<file path="src/rtl/fsw_pkg.sv">
// Package with constants and carrier types for the floating-point state-word logic
package fsw_pkg;

  // Register byte offsets on the APB slave
  localparam logic [7:0] OFS_CTRL_ZERO = 8'h00;
  localparam logic [7:0] OFS_STATUS    = 8'h04;
  localparam logic [7:0] OFS_CONTROL   = 8'h08;
  localparam logic [7:0] OFS_TAGS      = 8'h0c;
  localparam logic [7:0] OFS_IRQ_STAT  = 8'h10;
  localparam logic [7:0] OFS_IRQ_MASK  = 8'h14;

  // Control register zero fields
  localparam int BIT_MONITOR_COPROC = 1;
  localparam int BIT_TASK_SWITCHED  = 3;
  localparam int BIT_EXTENSION_TYPE = 4;
  localparam int BIT_NUMERIC_ERROR  = 5;

  // Status word fields
  localparam int BIT_INVALID_OP  = 0;
  localparam int BIT_STACK_FAULT = 6;
  localparam int BIT_ERR_SUMMARY = 7;
  localparam int BIT_COND_ZERO   = 8;
  localparam int BIT_COND_ONE    = 9;
  localparam int BIT_COND_TWO    = 10;
  localparam int BIT_COND_THREE  = 14;

  // Control word fields and reset value
  localparam int          BIT_INVALID_MASK = 0;
  localparam int          BIT_INFINITY_CTL = 12;
  localparam logic [15:0] CONTROL_RESET    = 16'h0040;

  // Exception vectors
  localparam logic [7:0] VEC_DEV_NOT_AVAIL = 8'h07;
  localparam logic [7:0] VEC_FP_ERROR      = 8'h10;

  // Tag encodings
  localparam logic [1:0] TAG_VALID   = 2'h0;
  localparam logic [1:0] TAG_ZERO    = 2'h1;
  localparam logic [1:0] TAG_SPECIAL = 2'h2;
  localparam logic [1:0] TAG_EMPTY   = 2'h3;

  // Interrupt event bits
  localparam int EV_INVALID   = 0;
  localparam int EV_STACK     = 1;
  localparam int EV_DEV_AVAIL = 2;
  localparam int NUM_EVENTS   = 3;

  // Extended real layout and the default quiet value
  localparam logic [14:0] EXP_MAX       = 15'h7fff;
  localparam logic [79:0] QUIET_DEFAULT = 80'hffff_c000_0000_0000_0000;

  typedef enum logic [3:0] {
    FSW_ARITH, FSW_COMPARE, FSW_INT_STORE, FSW_BCD_STORE, FSW_INIT,
    FSW_PREM, FSW_PTAN, FSW_ENV_LOAD, FSW_ENV_SAVE, FSW_WAIT
  } fsw_kind_t;

  typedef enum logic [1:0] {FSW_STK_NONE, FSW_STK_OVER, FSW_STK_UNDER} fsw_stack_t;

  typedef struct packed {
    logic       valid;
    fsw_kind_t  kind;
    logic       waiting;
    logic [2:0] src_reg;
    fsw_stack_t stack_event;
    logic       prem_incomplete;
    logic       ptan_out_of_range;
    logic [15:0] tags_in;
  } fsw_instr_t;

  typedef struct packed {
    logic        we;
    logic [2:0]  idx;
    logic [79:0] value;
  } fsw_data_wr_t;

  typedef struct packed {
    logic       valid;
    logic [7:0] vector;
  } fsw_exc_t;

  typedef struct packed {
    logic [7:0][79:0]      regs;
    logic [7:0]            empty;
    logic [31:0]           ctrl_zero;
    logic [15:0]           status;
    logic [15:0]           control;
    logic [NUM_EVENTS-1:0] irq_stat;
    logic [NUM_EVENTS-1:0] irq_mask;
    logic                  irq;
    logic                  ext_error;
    fsw_exc_t              exc;
    logic [15:0]           tags_out;
    logic                  tags_out_valid;
    logic [31:0]           prdata;
    logic                  pready;
    logic                  pslverr;
  } fsw_state_t;

endpackage : fsw_pkg

</file>
<file path="src/rtl/fsw_state_word.sv">
// State-word logic of the integrated floating-point unit with its APB register slave
// Behaviour
// - Extension-type flag reads one always and ignores writes.
// - Unmasked exceptions use vector 16 when error mode set, else external path.
// - Reset clears numeric-error-mode; software sets it for internal reporting.
// - Monitor and task-switched both set: waiting instructions raise vector 7.
// - Initialize or reset clears all four condition codes.
// - Incomplete partial remainder clears condition codes zero, one, three.
// - Condition code two flags out-of-range operand of partial tangent.
// - Stack fault sets stack-fault, and invalid unless on initialize; code one shows overflow.
// - Infinity-control bit is read/write but arithmetic is always affine.
// - Loaded tags 00, 01, 10 mean non-empty; 11 means empty.
// - Operand class comes from register contents, never stored tag.
// - Saving regenerates tags of all non-empty registers from contents.
// - Unsupported formats like pseudo-zero or unnormal get the special tag.
// - Signaling and quiet NaNs are told apart; only quiet ones produced.
// - Signaling NaN raises invalid; compare and stores also on quiet NaN.
// - Pseudo and unnormal operands raise invalid and are never produced.
module fsw_state_word (
  // Clock and reset
  input  wire logic                 ref_clk,
  input  wire logic                 rst_n,
  // APB slave
  input  wire logic                 psel,
  input  wire logic                 penable,
  input  wire logic                 pwrite,
  input  wire logic [7:0]           paddr,
  input  wire logic [31:0]          pwdata,
  output logic      [31:0]          prdata,
  output logic                      pready,
  output logic                      pslverr,
  // Integer unit instruction side
  input  wire fsw_pkg::fsw_instr_t   instr,
  input  wire fsw_pkg::fsw_data_wr_t data_wr,
  output fsw_pkg::fsw_exc_t          exc,
  output logic                      ext_error,
  output logic      [15:0]          tags_out,
  output logic                      tags_out_valid,
  // Interrupt
  output logic                      irq
);

  fsw_pkg::fsw_state_t s;
  fsw_pkg::fsw_state_t next_s;
  logic [fsw_pkg::NUM_EVENTS-1:0] ev;
  logic [79:0]                    op;
  logic                           op_invalid;
  logic                           stk_fault;
  logic                           apb_access;
  logic                           apb_write;
  logic                           apb_bad_addr;
  logic [31:0]                    rd_value;

  function automatic logic is_unsupported(input logic [79:0] v);
    // Integer bit clear with a non-zero exponent: pseudo forms and unnormals
    is_unsupported = (v[78:64] != 15'h0000) && !v[63];
  endfunction : is_unsupported

  function automatic logic is_nan(input logic [79:0] v);
    is_nan = (v[78:64] == fsw_pkg::EXP_MAX) && v[63] && (v[62:0] != 63'h0);
  endfunction : is_nan

  function automatic logic is_signaling_nan(input logic [79:0] v);
    is_signaling_nan = is_nan(v) && !v[62];
  endfunction : is_signaling_nan

  function automatic logic [1:0] classify(input logic [79:0] v);
    if (v[78:64] == 15'h0000 && v[63:0] == 64'h0) begin
      classify = fsw_pkg::TAG_ZERO;
    end else if (v[78:64] == 15'h0000 || v[78:64] == fsw_pkg::EXP_MAX || !v[63]) begin
      classify = fsw_pkg::TAG_SPECIAL;
    end else begin
      classify = fsw_pkg::TAG_VALID;
    end
  endfunction : classify

  function automatic logic [15:0] build_tags(input logic [7:0][79:0] regs, input logic [7:0] empty);
    logic [15:0] t;
    t = 16'h0000;
    for (int i = 0; i < 8; i++) begin
      t[2*i +: 2] = empty[i] ? fsw_pkg::TAG_EMPTY : classify(regs[i]);
    end
    build_tags = t;
  endfunction : build_tags

  // Result values are cleaned so no signaling or unsupported value is ever stored
  function automatic logic [79:0] sanitize(input logic [79:0] v);
    if (is_unsupported(v)) begin
      sanitize = fsw_pkg::QUIET_DEFAULT;
    end else if (is_signaling_nan(v)) begin
      sanitize = {v[79:63], 1'b1, v[61:0]};
    end else begin
      sanitize = v;
    end
  endfunction : sanitize

  assign apb_access   = psel && penable && !s.pready;
  assign apb_write    = psel && penable && s.pready && pwrite && !s.pslverr;
  assign apb_bad_addr = (paddr[1:0] != 2'h0) || (paddr > fsw_pkg::OFS_IRQ_MASK);

  always_comb begin
    rd_value = 32'h0000_0000;
    if (paddr == fsw_pkg::OFS_CTRL_ZERO) begin
      rd_value = s.ctrl_zero;
    end else if (paddr == fsw_pkg::OFS_STATUS) begin
      rd_value = {16'h0000, s.status};
    end else if (paddr == fsw_pkg::OFS_CONTROL) begin
      rd_value = {16'h0000, s.control};
    end else if (paddr == fsw_pkg::OFS_TAGS) begin
      rd_value = {16'h0000, build_tags(s.regs, s.empty)};
    end else if (paddr == fsw_pkg::OFS_IRQ_STAT) begin
      rd_value = {29'h0000_0000, s.irq_stat};
    end else if (paddr == fsw_pkg::OFS_IRQ_MASK) begin
      rd_value = {29'h0000_0000, s.irq_mask};
    end
  end

  always_comb begin
    next_s                = s;
    next_s.exc            = '0;
    next_s.tags_out_valid = 1'b0;
    ev                    = '0;
    op                    = s.regs[instr.src_reg];
    op_invalid            = 1'b0;
    stk_fault             = 1'b0;

    // APB: one wait state; write data lands on the edge that sees pready, read data is registered on the edge that raises it
    if (apb_access) begin
      next_s.pready  = 1'b1;
      next_s.pslverr = apb_bad_addr;
      next_s.prdata  = apb_bad_addr ? 32'h0000_0000 : rd_value;
    end else begin
      next_s.pready  = 1'b0;
      next_s.pslverr = 1'b0;
    end
    if (apb_write) begin
      if (paddr == fsw_pkg::OFS_CTRL_ZERO) begin
        next_s.ctrl_zero = pwdata;
      end else if (paddr == fsw_pkg::OFS_CONTROL) begin
        next_s.control = pwdata[15:0];
      end else if (paddr == fsw_pkg::OFS_IRQ_MASK) begin
        next_s.irq_mask = pwdata[fsw_pkg::NUM_EVENTS-1:0];
      end
    end
    next_s.ctrl_zero[fsw_pkg::BIT_EXTENSION_TYPE] = 1'b1;

    if (instr.valid) begin
      if (instr.waiting && s.ctrl_zero[fsw_pkg::BIT_MONITOR_COPROC]
          && s.ctrl_zero[fsw_pkg::BIT_TASK_SWITCHED]) begin
        // The instruction is refused; its state effects are suppressed
        next_s.exc.valid  = 1'b1;
        next_s.exc.vector = fsw_pkg::VEC_DEV_NOT_AVAIL;
        ev[fsw_pkg::EV_DEV_AVAIL] = 1'b1;
      end else begin
        case (instr.kind)
          fsw_pkg::FSW_INIT: begin
            next_s.status  = 16'h0000;
            next_s.control = fsw_pkg::CONTROL_RESET;
            next_s.empty   = 8'hff;
          end
          fsw_pkg::FSW_PREM: begin
            next_s.status[fsw_pkg::BIT_COND_TWO] = instr.prem_incomplete;
            if (instr.prem_incomplete) begin
              next_s.status[fsw_pkg::BIT_COND_ZERO]  = 1'b0;
              next_s.status[fsw_pkg::BIT_COND_ONE]   = 1'b0;
              next_s.status[fsw_pkg::BIT_COND_THREE] = 1'b0;
            end
          end
          fsw_pkg::FSW_PTAN: begin
            next_s.status[fsw_pkg::BIT_COND_TWO] = instr.ptan_out_of_range;
          end
          fsw_pkg::FSW_ENV_LOAD: begin
            for (int i = 0; i < 8; i++) begin
              next_s.empty[i] = (instr.tags_in[2*i +: 2] == fsw_pkg::TAG_EMPTY);
            end
          end
          fsw_pkg::FSW_ENV_SAVE: begin
            next_s.tags_out       = build_tags(s.regs, s.empty);
            next_s.tags_out_valid = 1'b1;
          end
          fsw_pkg::FSW_WAIT: begin
          end
          default: begin
            // Operand is judged by its bits; the stored tag plays no part
            if (!s.empty[instr.src_reg]) begin
              if (is_signaling_nan(op)) begin
                op_invalid = 1'b1;
              end else if (is_nan(op) && (instr.kind == fsw_pkg::FSW_COMPARE
                           || instr.kind == fsw_pkg::FSW_INT_STORE
                           || instr.kind == fsw_pkg::FSW_BCD_STORE)) begin
                op_invalid = 1'b1;
              end else if (is_unsupported(op)) begin
                op_invalid = 1'b1;
              end
            end
          end
        endcase

        if (instr.stack_event != fsw_pkg::FSW_STK_NONE) begin
          stk_fault = 1'b1;
          next_s.status[fsw_pkg::BIT_STACK_FAULT] = 1'b1;
          next_s.status[fsw_pkg::BIT_COND_ONE] = (instr.stack_event == fsw_pkg::FSW_STK_OVER);
          ev[fsw_pkg::EV_STACK] = 1'b1;
        end

        if ((op_invalid || stk_fault) && instr.kind != fsw_pkg::FSW_INIT) begin
          next_s.status[fsw_pkg::BIT_INVALID_OP] = 1'b1;
          ev[fsw_pkg::EV_INVALID] = 1'b1;
          if (!s.control[fsw_pkg::BIT_INVALID_MASK]) begin
            next_s.status[fsw_pkg::BIT_ERR_SUMMARY] = 1'b1;
            if (s.ctrl_zero[fsw_pkg::BIT_NUMERIC_ERROR]) begin
              next_s.exc.valid  = 1'b1;
              next_s.exc.vector = fsw_pkg::VEC_FP_ERROR;
            end
          end
        end
      end
    end

    // Datapath results; infinity control is never consulted, closure stays affine
    if (data_wr.we) begin
      next_s.regs[data_wr.idx]  = sanitize(data_wr.value);
      next_s.empty[data_wr.idx] = 1'b0;
    end

    // External error path follows the summary bit while internal reporting is off
    next_s.ext_error = next_s.status[fsw_pkg::BIT_ERR_SUMMARY]
                       && !next_s.ctrl_zero[fsw_pkg::BIT_NUMERIC_ERROR];

    // Set wins over a same-cycle write-one-to-clear
    next_s.irq_stat = s.irq_stat | ev;
    if (apb_write && paddr == fsw_pkg::OFS_IRQ_STAT) begin
      next_s.irq_stat = (s.irq_stat & ~pwdata[fsw_pkg::NUM_EVENTS-1:0]) | ev;
    end
    next_s.irq = |(next_s.irq_stat & next_s.irq_mask);
  end

  always_ff @(posedge ref_clk) begin
    if (!rst_n) begin
      s           <= '0;
      s.ctrl_zero <= 32'h0000_0010;
      s.status    <= 16'h0000;
      s.control   <= fsw_pkg::CONTROL_RESET;
      s.empty     <= 8'hff;
    end else begin
      s <= next_s;
    end
  end

  assign prdata         = s.prdata;
  assign pready         = s.pready;
  assign pslverr        = s.pslverr;
  assign exc            = s.exc;
  assign ext_error      = s.ext_error;
  assign tags_out       = s.tags_out;
  assign tags_out_valid = s.tags_out_valid;
  assign irq            = s.irq;

endmodule : fsw_state_word

</file>
<file path="config.mk">
export PLATFORM = sky130hd
export DESIGN_NAME = fsw_state_word
export DESIGN_NICKNAME = d
export VERILOG_FILES = /design/src/rtl/fsw_pkg.sv /design/src/rtl/fsw_state_word.sv
export SDC_FILE = /design/constraint.sdc
export NUM_CORES = 2
export LEC_CHECK = 0
export BUFFER_PORTS_ARGS = -buffer_cell sky130_fd_sc_hd__clkbuf_2
export CAP_MARGIN = 10
export CORE_ASPECT_RATIO = 1.1
export CORE_MARGIN = 8
export CORE_UTILIZATION = 44
export DETAILED_ROUTE_END_ITERATION = 10
export GPL_ROUTABILITY_DRIVEN = 0
export GPL_TIMING_DRIVEN = 0
export PLACE_DENSITY = 0.62
export SYNTH_ARGS = -nofsm -noshare
export SYNTH_HDL_FRONTEND = slang
export SYNTH_SLANG_ARGS = --single-unit
</file>
<file path="constraint.sdc">
create_clock -name ref_clk -period 3.51 [get_ports ref_clk]
set_input_delay 0.702 -clock ref_clk [delete_from_list [all_inputs] [get_ports ref_clk]]
set_output_delay 0.702 -clock ref_clk [all_outputs]
set_load 0.03 [all_outputs]
</file>
# == Word-level counts from Yosys, hierarchy flattened ==
# Cells that the tools add are included.
# op_classes
mux,90
n_mul,0
bitwise,11
add_sub_neg,0
n_reduce_logical,104
n_lt_le_gt_ge,4
n_eq_ne,36
div,0
shifts,0
# op_table
cell,count
$bwmux W640,1
$logic_not A64 Y1,8
$bmux W80 S3,1
$demux W80 S3,1
$mux W80,3
$eq A15 B15 Y1 const B,10
$reduce_bool A63 Y1,2
$logic_not A15 Y1,8
$mux W16,6
$mux W79,1
$mux W24,3
$mux W32,2
$mux W63,1
$mux W2,27
$mux W9,4
$reduce_bool A15 Y1,2
$logic_and A1 B1 Y1,28
$mux W3,8
$mux W8,3
$logic_or A1 B1 Y1,20
$mux W1,20
$mux W17,1
$eq A2 B2 Y1 const B,8
$eq A4 B3 Y1 const B,4
other kinds (36),73
# totals
mem_bits_rw,0
rom_bits,0
latchBits,0
regBits,771
wordCells,276
n_memories,0
inputBits,158

# == Logic depth before layout (Yosys ltp) ==
# logic_depth
depth_word,21
mapped_depth,11
depth_no_buf,8

# == Worst setup path after synthesis ==
# No wires, ideal clock.
# synth_path
path_kind,input port to flip-flop
from,input port instr[21] (netlist name)
to,"register s, in the netlist exc[4]"
arrival_time_ns,2.648
stages,10
path_slack_ns,0.783
path_buffers,2
path_cell_list,buf_4 -> inv_2 -> buf_2 -> mux4_2 -> mux2i_1 -> o211ai_1 -> nand4b_1 -> nor2_1 -> a32oi_2 -> nor3b_1
# synth_between
elab_chain_len,16
# synth_lines
element,line_no,text
start: declaration,fsw_state_word.sv:33,"input wire fsw_pkg::fsw_instr_t instr,"
$bmux W80 S3,fsw_state_word.sv:123,op = s.regs[instr.src_reg];
$mux W79 (not written as such),fsw_state_word.sv:123,
$eq A15 B15 Y1,fsw_state_word.sv:60,is_nan = (v[78:64] == fsw_pkg::EXP_MAX) && v[63] && (v[62:0] != 63'h0);
$logic_and A1 B1 Y1 (2 in series),fsw_state_word.sv:60,
$logic_and A1 B1 Y1,fsw_state_word.sv:188,end else if (is_nan(op) && (instr.kind == fsw_pkg::FSW_COMPARE
$mux W1,fsw_state_word.sv:188,
$mux W1,fsw_state_word.sv:186,if (is_signaling_nan(op)) begin
$mux W1 (*),fsw_state_word.sv:185,if (!s.empty[instr.src_reg]) begin
$mux W1 (*),fsw_state_word.sv:155,case (instr.kind)
$mux W1 (*),fsw_state_word.sv:148,if (instr.waiting && s.ctrl_zero[fsw_pkg::BIT_MONITOR_COPROC]
$mux W1 (*),fsw_state_word.sv:147,if (instr.valid) begin
$logic_or A1 B1 Y1 (*),fsw_state_word.sv:206,if ((op_invalid || stk_fault) && instr.kind != fsw_pkg::FSW_INIT) begin
$logic_and A1 B1 Y1 (*),fsw_state_word.sv:206,
$not A1 Y1 (no source line) (*),--,
$reduce_or A5 Y1 (no source line) (*),--,
end signal: assignment,fsw_state_word.sv:246,s <= next_s;
end: declaration,fsw_state_word.sv:43,fsw_pkg::fsw_state_t s;
# Every way passes the cells marked *; elsewhere a longest branch is shown, timed or not. The select of a mux whose other input is x is not followed.
# A chain may end at the register's enable or synchronous reset.

# == Worst setup path after layout ==
# layout_path
from,register s[564] (netlist name)
to,"register s, in the netlist prdata[11]"
# layout_between
elab_chain_len,9
# layout_lines
element,line_no,text
$logic_not A64 Y1,fsw_state_word.sv:68,if (v[78:64] == 15'h0000 && v[63:0] == 64'h0) begin
$logic_and A1 B1 Y1,fsw_state_word.sv:68,
$mux W2,fsw_state_word.sv:68,
$mux W2,--,
$mux W16,fsw_state_word.sv:109,end else if (paddr == fsw_pkg::OFS_TAGS) begin
$mux W16,fsw_state_word.sv:107,end else if (paddr == fsw_pkg::OFS_CONTROL) begin
$mux W16,fsw_state_word.sv:105,end else if (paddr == fsw_pkg::OFS_STATUS) begin
$mux W32,fsw_state_word.sv:103,if (paddr == fsw_pkg::OFS_CTRL_ZERO) begin
$mux W32,fsw_state_word.sv:131,next_s.prdata = apb_bad_addr ? 32'h0000_0000 : rd_value;
# Every way passes these cells.

==> results.json <==
{
  "status": "finished, violations left",
  "violations": "setup timing",
  "fin_nets": 4386,
  "post_dp_cell_area_sq_um": 34800,
  "drive_above_1_share_pct": 10.7,
  "synth_mux_area_share_pct": 2.69,
  "hold_depth": 3,
  "hold_viol_final": 0,
  "clock-sinks": 754,
  "irDropWorstVdd_mv": 0.279,
  "finalSetupViolCount": 2,
  "r2r-end": "prdata[11]$_SDFFE_PN0P_",
  "fp.coreArea_sq_um": 73100,
  "fp.dieH_um": 301,
  "r2r-start": "s[564]$_SDFFE_PN0P_",
  "synth_top_family_by_area": "simple AND/OR/NAND/NOR gates",
  "antenna_found_initial": 5,
  "maxSlewViolCount": 0,
  "clk_latency_ns": 0.63,
  "num_io_pins": 220,
  "num_rows": 104,
  "synth-simple-area-share_pct": 25.4,
  "synth_area_leaders": "dfxtp_1, nand2_1, a21boi_0",
  "maxCapViolCount": 0,
  "die_w_um": 275,
  "min_to": "s[124]$_SDFFE_PN0P_",
  "dr.pass1.iters": 6,
  "worstMarginPinSlew_ns": 1.31,
  "yosysTopAreaCellShare_pct": 46.5,
  "seq_area_frac_synth_pct": 46.5,
  "ys.flop_type": "dfxtp_1",
  "timing.final.crit_period_ns": 3.57,
  "htreeDepth": 3,
  "hold_path_class": "input pin to register",
  "cp-end-kind": "register",
  "cts_hold_buf": 0,
  "postRouteAntennaNets": 0,
  "synth_xor_area_share_pct": 0,
  "final_cell_area_sq_um": 37500,
  "start_util_pct": 44.4,
  "drc": 0,
  "root_buffer": "clkbuf_16",
  "avgSynthCellArea_sq_um": 8.26,
  "dieArea_sq_um": 82800,
  "grt_max_degree": 14,
  "yosys.area.top_type": "dfxtp_1",
  "cts_tree": "built",
  "slew_headroom_pct": 12.1,
  "grt_pass1_wl_mm": 174,
  "clkTransAtPathRegs_ns": 0.06,
  "yosys.area_share.adder_pct": 0,
  "synth_warnings": 0,
  "synthCells": 3931,
  "avgViaCountPerCell": 5.66,
  "synth_edf_count": 0,
  "synth-compound-area-share_pct": 20.1,
  "yosysMostFrequentCell": "nand2_1",
  "crit_required_ns": 4.01,
  "grt.total_usage_pct": 27.5,
  "wirelength_mm": 118,
  "cts_buffers": 79,
  "path_class": "register to register",
  "port_buffers": 205,
  "vias": 29700,
  "yosys-top-cells-count": "nand2_1, dfxtp_1, a21boi_0, clkbuf_1, nor4_1",
  "rsz0062_at_grt": "no",
  "ff2ff_setup_slack_ns": -0.06,
  "area_growth_pct": 15.6,
  "cp_max_fo": 2,
  "clock_path_buffers": 3,
  "synth_async_sr_flop_share_pct": 0,
  "crit_arrival_ns": 4.07,
  "fmax_mhz": 280,
  "nFillCells": 7041,
  "synth.distinct_cells": 61,
  "period_share_pct": 102,
  "p_total_w": 0.0192,
  "timing.final.ws_setup_ns": -0.0599,
  "powerDensity_nw_per_um2": 511,
  "overflow": 0,
  "r2r_cells": 8,
  "min-delay-start": "pwdata[24]",
  "skew_ns": 0.0246,
  "wire_per_inst_um": 22.5,
  "leakage_nw": 14.8,
  "ys_ff_latch": 754,
  "syn-cell-area_sq_um": 32500,
  "tns_ns": -0.0839,
  "fin_hold_ws_ns": 0.311,
  "grt_pass1_vias": 27600,
  "cp-start-kind": "register",
  "dp_hpwl_mm": 86.5,
  "first_iter_violations": 3040
}
power breakdown:
group          total, W  switching (W)  internal (W)
sequential      0.00881       0.000115       0.00870
clock           0.00866        0.00354       0.00512
combinational   0.00170        0.00117      0.000531
worst max path at each step:
stage,to,cells after the start,slack [ns],startpoint
2_1_floorplan,exc[4]$_SDFF_PP0_,10,0.78,instr[21]
3_3_place_gp,s[202]$_SDFFE_PN0P_,11,-0.91,data_wr[71]
3_5_place_dp,irq$_SDFF_PN0_,8,-0.37,s[423]$_SDFFE_PN0P_
4_1_cts,irq$_SDFF_PN0_,8,0.05,s[423]$_SDFFE_PN0P_
5_1_grt,prdata[3]$_SDFFE_PN0P_,8,0.001,s[244]$_SDFFE_PN0P_
6_report,prdata[11]$_SDFFE_PN0P_,8,-0.06,s[564]$_SDFFE_PN0P_
sequential cells by signal, indices dropped and copies added (netlist names):
register,flops
tags_out,16
prdata,32
s,698
pslverr,1
irq,1
tags_out_valid,1
exc,3
pready,1
ext_error,1
stage by stage:
step                utilization, %  setup WS (ns)  std cells
floorplan                        -          0.783       3934
global placement              47.5         -0.910       5093
detailed placement            47.6         -0.367       5100
CTS                           51.3         0.0508       5239
global route                  51.3        0.00132       5242
finish                        51.3        -0.0599       5242
routing by layer:
| metal | GRT usage [%] | vias up | part of all wire, % |
|---|---|---|---|
| met1 | 36.5 | 14100 | 42 |
| met4 | 11.1 | 4 | 4.0 |
| met3 | 5.07 | 233 | 8.5 |
| met2 | 43.9 | 1303 | 45 |
| li1 | - | 14000 | - |
| met5 | 0 | - | 0.022 |
worst max-delay path: stages, from the launching register on:
cell and delay, ns:
dfxtp_1 0.31, nor4_1 0.86, nand2_1 0.45, nor4_1 0.72, nand2_1 0.24, a21oi_1 0.34, a21oi_1 0.13, a222oi_1 0.33
nor2b_1 0.08
cell usage in the layout, fill, tap and decap left out, types with 11 or more instances in the layout:
cell       Yosys  routed
buf_4         60      64
mux2i_1       30      30
dfxtp_1      754     754
nor4_1       177     168
buf_1         22      22
buf_2         10      12
a211oi_1      11      11
clkbuf_16      0      83
nor3_1        33      31
a21boi_0     531     531
nor3b_1       11      11
o211a_1      144     144
clkbuf_1     292     306
a22oi_1       21      21
clkinv_2       0      15
a21oi_1       48      48
clkbuf_2       0     205
nand4_1       54      54
nand3_1       41      41
o21ai_0       19      19
clkbuf_8       0      17
mux4_2        22      22
nor2_1       115     115
inv_1         11      11
or4_1         19      19
nor2b_1      100      99
nand2_1     1291    1291
what timing repair did:
| item | in CTS | in global routing |
|---|---|---|
| setup buffers | 0 | 0 |
| setup endpoints to repair | 7 | 2 |
| pin swaps | 0 | 1 |
| resized for setup | 4 | 2 |
kinds of logic (layout without fill, tap and decap cells):
family	after synthesis	after routing
compound gates	836	836
buf+inv	396	748
flops	754	754
mux	59	59
other cells	1	6
simple gates	1885	1885
cell type report:
class,instances,area [sq um],area share (%)
diodes,2,5.00,0.0133
multi-input cells,2784,15800,42.0
well taps,954,1190,3.18
repair buffers,213,1100,2.94
flip-flops and latches,754,15100,40.2
clock inverters,25,304,0.810
inverters,12,45.0,0.120
plain buffers,384,1680,4.47
clock buffers,114,2360,6.30
No activity file was read; power rests on OpenSTA's default activity.
